$ cat src/pkg/gps_pkg.sv
// package: register map and constants of the gpio steering block
package gps_pkg;
	// register word addresses (byte address = word index * 4)
	localparam logic [3:0] GPS_A_DIR_A   = 4'h0;
	localparam logic [3:0] GPS_A_PIN_A   = 4'h1;
	localparam logic [3:0] GPS_A_LAT_A   = 4'h2;
	localparam logic [3:0] GPS_A_ANS_A   = 4'h3;
	localparam logic [3:0] GPS_A_DIR_C   = 4'h4;
	localparam logic [3:0] GPS_A_PIN_C   = 4'h5;
	localparam logic [3:0] GPS_A_LAT_C   = 4'h6;
	localparam logic [3:0] GPS_A_ANS_C   = 4'h7;
	localparam logic [3:0] GPS_A_STEER   = 4'h8;
	// port widths
	localparam int          GPS_W        = 8;
	// steering field positions
	localparam int          GPS_CLC_SEL  = 1;
	localparam int          GPS_NCO_SEL  = 0;
	localparam logic [7:0]  GPS_STEER_MASK = 8'h03;
	// pin positions touched by steering
	localparam int          GPS_PA_CLC   = 2;
	localparam int          GPS_PA_NCO   = 1;
	localparam int          GPS_PC_CLC   = 5;
	localparam int          GPS_PC_NCO   = 6;
	// reset values
	localparam logic [7:0]  GPS_DIR_RST  = 8'hFF;
	localparam logic [7:0]  GPS_ANS_RST  = 8'hFF;
	localparam logic [7:0]  GPS_LAT_RST  = 8'h00;
	localparam logic [7:0]  GPS_STEER_RST = 8'h00;
	localparam logic [31:0] GPS_UNMAPPED = 32'h0000_0000;
	// bus slave states
	typedef enum logic [0:0] {GPS_IDLE, GPS_ACK} gps_bus_t;
endpackage : gps_pkg

$ cat src/verilog/gps_sync.sv
// two flop synchroniser for a vector of pin levels
`timescale 1ns/1ns
module gps_sync
	import gps_pkg::*;
(
	input  wire logic             sys_clk_i,
	input  wire logic             arst_n_i,
	input  wire logic [GPS_W-1:0] async_i,
	output logic      [GPS_W-1:0] sync_o
);
	logic [GPS_W-1:0] meta_q; // first stage, read only by sync_o

	// two stages; nothing but the second stage reads the first
	always_ff @(posedge sys_clk_i or negedge arst_n_i)
	begin
		if (!arst_n_i)
		begin
			meta_q <= '0;
			sync_o <= '0;
		end
		else
		begin
			meta_q <= async_i;
			sync_o <= meta_q;
		end
	end
endmodule : gps_sync

$ cat src/verilog/gps_top.sv
// gpio ports a and c with analog select and peripheral pin steering
`timescale 1ns/1ns
module gps_top
	import gps_pkg::*;
(
	// clock and asynchronous active low reset
	input  wire logic             sys_clk_i,
	input  wire logic             arst_n_i,
	// avalon-mm slave
	input  wire logic [3:0]       avs_address_i,
	input  wire logic             avs_read_i,
	input  wire logic             avs_write_i,
	input  wire logic [31:0]      avs_writedata_i,
	input  wire logic [3:0]       avs_byteenable_i,
	output logic      [31:0]      avs_readdata_o,
	output logic                  avs_waitrequest_o,
	// pins of port a and port c
	// in: pad levels; out: value, driver enable, input buffer enable
	input  wire logic [GPS_W-1:0] pa_in_i,
	output logic      [GPS_W-1:0] pa_out_o,
	output logic      [GPS_W-1:0] pa_oe_o,
	output logic      [GPS_W-1:0] pa_dig_en_o,
	input  wire logic [GPS_W-1:0] pc_in_i,
	output logic      [GPS_W-1:0] pc_out_o,
	output logic      [GPS_W-1:0] pc_oe_o,
	output logic      [GPS_W-1:0] pc_dig_en_o,
	// peripheral outputs, same clock
	// an enable of zero leaves the pin to its latch, a2 to pwm when pwm is enabled
	input  wire logic             logic_cell_one_output_i,
	input  wire logic             logic_cell_one_en_i,
	input  wire logic             num_ctrl_osc_one_output_i,
	input  wire logic             num_ctrl_osc_one_en_i,
	input  wire logic             pwm_output_i,
	input  wire logic             pwm_en_i
);
	// software registers
	// all eight bits of each port are implemented
	logic [GPS_W-1:0] dir_a_q;   // direction_reg a, 1 = input
	logic [GPS_W-1:0] dir_c_q;   // direction_reg c
	logic [GPS_W-1:0] lat_a_q;   // output_latch_reg a
	logic [GPS_W-1:0] lat_c_q;   // output_latch_reg c
	logic [GPS_W-1:0] ans_a_q;   // analog_select_reg a
	logic [GPS_W-1:0] ans_c_q;   // analog_select_reg c
	logic [GPS_W-1:0] steer_q;   // alternate_pin_steering
	// synchronised pin levels
	// pad levels are only ever read after the synchronisers
	logic [GPS_W-1:0] pa_sync;   // port a after two flops
	logic [GPS_W-1:0] pc_sync;   // port c after two flops
	logic [GPS_W-1:0] pa_rd;     // pin_level_reg a as read
	logic [GPS_W-1:0] pc_rd;     // pin_level_reg c as read
	// per pin ownership and override values
	// rebuilt every cycle from enables and steering bits
	logic [GPS_W-1:0] pa_own;    // peripheral owns pin
	logic [GPS_W-1:0] pa_val;    // peripheral drive value
	logic [GPS_W-1:0] pc_own;    // same for port c
	logic [GPS_W-1:0] pc_val;    // same for port c
	// next values of the registered pad outputs
	logic [GPS_W-1:0] pa_out_d;  // pad value, port a
	logic [GPS_W-1:0] pc_out_d;  // pad value, port c
	logic [GPS_W-1:0] pa_oe_d;   // driver enable, port a
	logic [GPS_W-1:0] pc_oe_d;   // driver enable, port c
	// bus
	gps_bus_t         bus_q;     // access phase
	logic             wr_go;     // write takes effect
	logic [31:0]      rdata_d;   // read word before the output flop
	logic [7:0]       wbyte;     // low byte of the write word

	// port a pin synchroniser; the pads are not on this clock,
	// so nothing reads pa_in_i before the second flop
	// costs two cycles before a pin change is readable
	gps_sync u_sync_a
	(
		.sys_clk_i (sys_clk_i),
		.arst_n_i  (arst_n_i),
		.async_i   (pa_in_i),
		.sync_o    (pa_sync)
	);

	// port c pin synchroniser; same two flop path as port a
	// so both ports see a pin change after the same delay
	// no logic reads pc_in_i directly
	gps_sync u_sync_c
	(
		.sys_clk_i (sys_clk_i),
		.arst_n_i  (arst_n_i),
		.async_i   (pc_in_i),
		.sync_o    (pc_sync)
	);

	// decode: true when address hits a register word
	// shared by every write process and kept in one place
	// so a new word cannot be decoded two ways
	function automatic logic gps_hit(input logic [3:0] a, input logic [3:0] r);
		gps_hit = (a == r);
	endfunction : gps_hit

	// one wait state per access: request held, answer next edge
	// idle takes a request, ack lasts one cycle and always returns;
	// the fixed wait lets the read mux settle before data is shown,
	// traded against half the peak bus rate
	always_ff @(posedge sys_clk_i or negedge arst_n_i)
	begin
		if (!arst_n_i)
			bus_q <= GPS_IDLE;
		else
		begin
			case (bus_q)
				// wait for a read or a write
				GPS_IDLE:
					if (avs_read_i || avs_write_i)
						bus_q <= GPS_ACK;
				// answer cycle; back to idle whatever the master does
				GPS_ACK:
					bus_q <= GPS_IDLE;
				// unreachable; recover to idle
				default:
					bus_q <= GPS_IDLE;
			endcase
		end
	end

	// waitrequest low only in the ack cycle; high otherwise
	// registered so the master sees a clean level; it falls in the
	// cycle after the request is taken and rises again at once,
	// and it stays high through reset so nothing is acknowledged
	always_ff @(posedge sys_clk_i or negedge arst_n_i)
	begin
		if (!arst_n_i)
			avs_waitrequest_o <= 1'b1;
		else
			avs_waitrequest_o <= !((bus_q == GPS_IDLE) &&
				(avs_read_i || avs_write_i));
	end

	// a write lands on the edge that ends the ack cycle, while the
	// master still holds address and data
	assign wr_go = (bus_q == GPS_ACK) && avs_write_i;
	// only the low lane carries register bits
	assign wbyte = avs_writedata_i[GPS_W-1:0];

	// direction registers; steering logic never touches them
	// reset to all inputs so no pad drives before software asks
	// lane 0 must be enabled for any register write to land
	always_ff @(posedge sys_clk_i or negedge arst_n_i)
	begin
		if (!arst_n_i)
		begin
			dir_a_q <= GPS_DIR_RST;
			dir_c_q <= GPS_DIR_RST;
		end
		else if (wr_go && avs_byteenable_i[0])
		begin
			if (gps_hit(avs_address_i, GPS_A_DIR_A))
				dir_a_q <= wbyte;
			if (gps_hit(avs_address_i, GPS_A_DIR_C))
				dir_c_q <= wbyte;
		end
	end

	// latch: writes to pin or latch address both land here
	// the pin word has no storage of its own; a write to it
	// is a latch write, so read-modify-write sees latch values
	// rather than pad levels that a load may have pulled
	always_ff @(posedge sys_clk_i or negedge arst_n_i)
	begin
		if (!arst_n_i)
		begin
			lat_a_q <= GPS_LAT_RST;
			lat_c_q <= GPS_LAT_RST;
		end
		else if (wr_go && avs_byteenable_i[0])
		begin
			if (gps_hit(avs_address_i, GPS_A_LAT_A) ||
				gps_hit(avs_address_i, GPS_A_PIN_A))
				lat_a_q <= wbyte;
			if (gps_hit(avs_address_i, GPS_A_LAT_C) ||
				gps_hit(avs_address_i, GPS_A_PIN_C))
				lat_c_q <= wbyte;
		end
	end

	// analog select; resets to analog so no input buffer floats
	// a set bit turns the input buffer off and the pin reads zero
	// digital outputs are not affected by it
	always_ff @(posedge sys_clk_i or negedge arst_n_i)
	begin
		if (!arst_n_i)
		begin
			ans_a_q <= GPS_ANS_RST;
			ans_c_q <= GPS_ANS_RST;
		end
		else if (wr_go && avs_byteenable_i[0])
		begin
			if (gps_hit(avs_address_i, GPS_A_ANS_A))
				ans_a_q <= wbyte;
			if (gps_hit(avs_address_i, GPS_A_ANS_C))
				ans_c_q <= wbyte;
		end
	end

	// steering register, only two bits implemented
	// upper bits are not stored and read back as zero
	// changing it moves peripherals only; directions stay put
	// a pin left behind falls back to its latch at once, or a2 to pwm when pwm is enabled
	always_ff @(posedge sys_clk_i or negedge arst_n_i)
	begin
		if (!arst_n_i)
			steer_q <= GPS_STEER_RST;
		else if (wr_go && avs_byteenable_i[0] &&
			gps_hit(avs_address_i, GPS_A_STEER))
			steer_q <= wbyte & GPS_STEER_MASK;
	end

	// analog pins read zero: input buffer is off
	// the pin word reads the synchronised pad level, not the latch,
	// so a driven pin shows what the pad really carries
	assign pa_rd = pa_sync & ~ans_a_q;
	assign pc_rd = pc_sync & ~ans_c_q;

	// ownership per pin; only the selected pin sees each peripheral
	// the alternate pin of each steered function sees nothing of it
	// and falls back to its latch, a2 to pwm first when enabled; pwm has a single home on a2
	// branches are listed top down in falling priority
	always_comb
	begin
		pa_own = '0;
		pa_val = '0;
		pc_own = '0;
		pc_val = '0;
		// port a pin 2: logic cell above pwm above latch
		if (logic_cell_one_en_i && !steer_q[GPS_CLC_SEL])
		begin
			pa_own[GPS_PA_CLC] = 1'b1;
			pa_val[GPS_PA_CLC] = logic_cell_one_output_i;
		end
		else if (pwm_en_i)
		begin
			pa_own[GPS_PA_CLC] = 1'b1;
			pa_val[GPS_PA_CLC] = pwm_output_i;
		end
		// port a pin 1 takes the oscillator when not steered away
		if (num_ctrl_osc_one_en_i && !steer_q[GPS_NCO_SEL])
		begin
			pa_own[GPS_PA_NCO] = 1'b1;
			pa_val[GPS_PA_NCO] = num_ctrl_osc_one_output_i;
		end
		// port c alternates: pin 5 for the logic cell,
		// pin 6 for the oscillator, each only when steered there
		if (logic_cell_one_en_i && steer_q[GPS_CLC_SEL])
		begin
			pc_own[GPS_PC_CLC] = 1'b1;
			pc_val[GPS_PC_CLC] = logic_cell_one_output_i;
		end
		if (num_ctrl_osc_one_en_i && steer_q[GPS_NCO_SEL])
		begin
			pc_own[GPS_PC_NCO] = 1'b1;
			pc_val[GPS_PC_NCO] = num_ctrl_osc_one_output_i;
		end
	end

	// output value: peripheral when owning, else latch
	// a peripheral output wins over the latch bit by bit
	assign pa_out_d = (pa_own & pa_val) | (~pa_own & lat_a_q);
	assign pc_out_d = (pc_own & pc_val) | (~pc_own & lat_c_q);
	// the direction bit still gates the driver even for peripherals
	// so software must clear the direction bit of a steered pin;
	// a zero in a direction bit enables the driver
	assign pa_oe_d = ~dir_a_q;
	assign pc_oe_d = ~dir_c_q;

	// registered pin drive; costs a cycle of latency to the pads
	// in reset every driver is off and every input buffer disabled,
	// so the pads float, and still do after release until software clears a direction bit
	always_ff @(posedge sys_clk_i or negedge arst_n_i)
	begin
		if (!arst_n_i)
		begin
			pa_out_o    <= '0;
			pc_out_o    <= '0;
			pa_oe_o     <= '0;
			pc_oe_o     <= '0;
			pa_dig_en_o <= '0;
			pc_dig_en_o <= '0;
		end
		else
		begin
			pa_out_o    <= pa_out_d;
			pc_out_o    <= pc_out_d;
			pa_oe_o     <= pa_oe_d;
			pc_oe_o     <= pc_oe_d;
			pa_dig_en_o <= ~ans_a_q;
			pc_dig_en_o <= ~ans_c_q;
		end
	end

	// read mux, unmapped words read zero
	// upper lanes are always zero; one byte per word
	// the latch word and the pin word differ on purpose
	always_comb
	begin
		rdata_d = GPS_UNMAPPED;
		case (avs_address_i)
			GPS_A_DIR_A: rdata_d[GPS_W-1:0] = dir_a_q;
			GPS_A_PIN_A: rdata_d[GPS_W-1:0] = pa_rd;
			GPS_A_LAT_A: rdata_d[GPS_W-1:0] = lat_a_q;
			GPS_A_ANS_A: rdata_d[GPS_W-1:0] = ans_a_q;
			GPS_A_DIR_C: rdata_d[GPS_W-1:0] = dir_c_q;
			GPS_A_PIN_C: rdata_d[GPS_W-1:0] = pc_rd;
			GPS_A_LAT_C: rdata_d[GPS_W-1:0] = lat_c_q;
			GPS_A_ANS_C: rdata_d[GPS_W-1:0] = ans_c_q;
			GPS_A_STEER: rdata_d[GPS_W-1:0] = steer_q;
			default:     rdata_d = GPS_UNMAPPED;
		endcase
	end

	// read data captured as waitrequest falls
	// sampled on the edge that takes the read so it stands for the
	// whole ack cycle and holds until the next read
	// writes leave it alone
	always_ff @(posedge sys_clk_i or negedge arst_n_i)
	begin
		if (!arst_n_i)
			avs_readdata_o <= '0;
		else if (bus_q == GPS_IDLE && avs_read_i)
			avs_readdata_o <= rdata_d;
	end
endmodule : gps_top

$ cat config.mk
export PLATFORM = sky130hd
export DESIGN_NAME = gps_top
export DESIGN_NICKNAME = d
export VERILOG_FILES = /design/src/pkg/gps_pkg.sv /design/src/verilog/gps_sync.sv /design/src/verilog/gps_top.sv
export SDC_FILE = /design/constraint.sdc
export NUM_CORES = 1
export LEC_CHECK = 0
export BUFFER_PORTS_ARGS = -buffer_cell sky130_fd_sc_hd__buf_2
export CAP_MARGIN = 25
export CORE_MARGIN = 2
export CORE_UTILIZATION = 58
export CTS_BUF_LIST = sky130_fd_sc_hd__clkbuf_8
export DETAILED_ROUTE_END_ITERATION = 12
export PLACE_DENSITY = 0.9
export SLEW_MARGIN = 20
export SYNTH_ARGS = -nofsm -noshare
export SYNTH_HDL_FRONTEND = slang
export SYNTH_SLANG_ARGS = --single-unit
export TNS_END_PERCENT = 30
$ cat constraint.sdc
create_clock -name sys_clk_i -period 3.8 [get_ports sys_clk_i]
set_input_delay 1.14 -clock sys_clk_i [delete_from_list [all_inputs] [get_ports sys_clk_i]]
set_output_delay 1.14 -clock sys_clk_i [all_outputs]
set_load 0.02 [all_outputs]
==> results.py <==
metrics = {
    "placed_design": {
        "place_congestion": 0.820,
        "dp_slack_ps": 762,
        "placed_cells": 580,
        "hpwl_um": 7560,
        "io_buffers": 95,
    },
    "critical_path": {
        "cpPeakStageDelay_ps": 520,
        "cp-start-kind": "input port",
        "critical_path_class": "input port to flop",
        "critPathArrivalTime_ps": 2890,
        "cpMaxStageDelayCell": "nor2_2",
        "crit_chain": "buf_2, nor2b_1, nand2b_1, nor2_2, mux2_2",
        "crit_family": "simple AND/OR/NAND/NOR gates",
        "crit_buf_inv": 1,
        "reg2reg_slack_ps": 1970,
        "required_ps": 4110,
        "crit_fanout": 21,
        "r2r_start": "bus_q",
        "worst_setup_path_end_kind": "flop",
        "cp-startpoint": "avs_address_i[2]",
    },
    "pwr": {
        "intPower_mw": 2.74,
        "clock_power_share_pct": 35.6,
        "switchingPower_mw": 1.01,
        "p_leak_nw": 2.94,
        "peakVddDrop_v": 0.000203,
        "p_seq_share_pct": 49.3,
        "powerDensity_nw_per_um2": 589,
        "p_comb_share_pct": 15.1,
        "swShare_pct": 26.9,
    },
    "sta": {
        "fin_crit_ps": 2570,
        "skew_ps": 11.8,
        "max_freq_ghz": 0.389,
        "fin_tns_setup_ps": 0,
        "hold_viol": 0,
        "maxSlewViolCount": 0,
        "tightestPinTransition_ps": 828,
        "finalSetupViolations": 0,
        "whs_ps": 348,
        "setup_slack_ps": 1230,
        "fin_crit_sh_pct": 67.7,
        "rsz0062_at_grt": "no",
        "maxSlewHeadroom_pct": 44.8,
    },
    "clocking": {
        "cts_buffers": 17,
        "cts_sinks": 140,
        "clk_latency_ps": 440,
        "cts_tree": "built",
        "cts_setup_buffers": 0,
        "postCtsHoldBufs": 0,
        "cts_buffer_depth": 2,
        "clk_pin_slew_worst_paths_ps": 80,
        "cts_resized": 0,
        "h-tree-depth": 4,
        "cts_root_buf": "clkbuf_8",
    },
    "die": {
        "pin_count": 147,
        "rows": 35,
        "die_w_um": 101,
        "die_height_um": 101,
        "start_util_pct": 59.3,
        "die-area_um2": 10200,
        "core_um2": 9200,
    },
    "logic_synthesis": {
        "synth-edff-count": 0,
        "yosysTopAreaCell": "dfrtp_1",
        "synth_top_area_share_pct": 49.1,
        "synthTopCellsByCount": "dfrtp_1, mux2_2, inv_1, dfstp_2, buf_4",
        "yosysMostFrequentCell": "dfrtp_1",
        "syn_inst": 382,
        "synth-main-ff-cell": "dfrtp_1",
        "avgSynthCellArea_um2": 14.3,
        "syn_area_um2": 5450,
        "yosys_register_bits": 140,
        "ys_seq_area_share_pct": 65.1,
        "synthTopCellsByArea": "dfrtp_1, dfstp_2, mux2_2",
        "yosysUniqueCellTypes": 52,
        "synth_warnings": 0,
        "ys_async_sr_fraction_pct": 100,
    },
    "outcome": {
        "status": "finished, final reports clean",
    },
    "min_path": {
        "min_from": "u_sync_a.meta_q[6]",
        "hold_class": "flop to flop",
    },
    "cells_and_area": {
        "nets": 554,
        "drive_gt1_share_pct": 47.7,
        "syn_to_final_growth_pct": 17.0,
        "fillers": 631,
        "finish.utilization_pct": 69.3,
        "diodes": 0,
        "final_cell_count_no_fill": 612,
    },
    "drt": {
        "drt_wl_total_um": 11300,
        "drc_errors": 0,
        "drt_iter0_markers": 230,
        "ant_nets": 0,
        "wl_per_cell_um": 18.5,
        "vias": 3307,
        "dr.pass1.iters": 7,
        "vias_per_cell": 5.40,
    },
    "grt": {
        "grt_start_max_net_pins": 94,
        "grt-ovfl-total": 0,
        "grt_first_pass_wirelength_um": 18200,
        "grt_pass1_vias": 3474,
        "grtUsageTotal_pct": 24.4,
        "grt_antenna_before_repair": 0,
    },
    "flow_run": {
        "maxCapViolCount": 0,
    },
}
## area by class of cell
class	count	area (um^2)	share of cell area [%]
Timing Repair Buffer	98	504	7.91
Clock buffer	17	234	3.67
Multi-Input combinational cell	195	1600	25.1
Sequential cell	140	3540	55.6
Clock inverter	15	219	3.43
Inverter	36	135	2.12
Tap cell	111	139	2.18
## placed cells by master (no fill, tap or decap), types with 5 or more instances in the layout
| cell type | instances |
|---|---|
| inv_1 | 37 |
| a21oi_1 | 7 |
| clkbuf_8 | 17 |
| mux4_2 | 5 |
| conb_1 | 24 |
| bufinv_16 | 5 |
| or3b_2 | 9 |
| dfstp_2 | 33 |
| mux2_2 | 45 |
| mux2_4 | 8 |
| nor2b_1 | 6 |
| o21ai_0 | 7 |
| nand2_1 | 19 |
| buf_2 | 94 |
| mux2i_1 | 10 |
| dfrtp_1 | 107 |
## metrics by stage
step	power, mW	instance area, um^2
after global routing	3.91	6380
after floorplan	2.22	5540
after detailed placement	2.44	5920
final	3.75	6380
after global placement	2.40	5920
after CTS	3.77	6380
## routing by layer
layer  vias to the layer above  wire length [um]  GRT usage [%]
met5                         -                 0              0
met4                         0               180           12.1
met3                        17               799           8.18
met2                       157              5920           40.0
met1                      1676              4440           29.1
li1                       1457                 -              -
## worst reg2reg max path, cell delays in order, from the launching register on
cell,delay (ps)
dfrtp_1,350
nand3_1,150
nand2b_1,270
nor2_2,520
mux2_2,410
## power by group through the flow
stage          sequential (mW)  combinational (mW)  clock (mW)
3_5_place_dp              1.87               0.562           0
3_3_place_gp              1.86               0.540           0
6_report                  1.85               0.565        1.34
5_1_grt                   1.88               0.612        1.43
2_1_floorplan             1.96               0.254           0
4_1_cts                   1.85               0.569        1.35
## logic make-up after synthesis
group / synth area share [%]
AO/OA/AOI/OAI: 4.02
XOR/XNOR: 0.161
buffers and inverters: 7.14
flip-flops: 65.1
multiplexers: 15.4
other: 0.0688
AND/OR/NAND/NOR: 8.15
## worst paths after layout
check	depth (start not counted)	to
min	0	u_sync_a.sync_o[6]
max	5	lat_c_q[6]
max reg2reg	4	lat_c_q[6]
max in group asynchronous	2	ans_a_q[6]
min in group asynchronous	1	pc_out_o[4]
min reg2reg	0	u_sync_a.sync_o[6]
(Power assumes the default switching activity.)
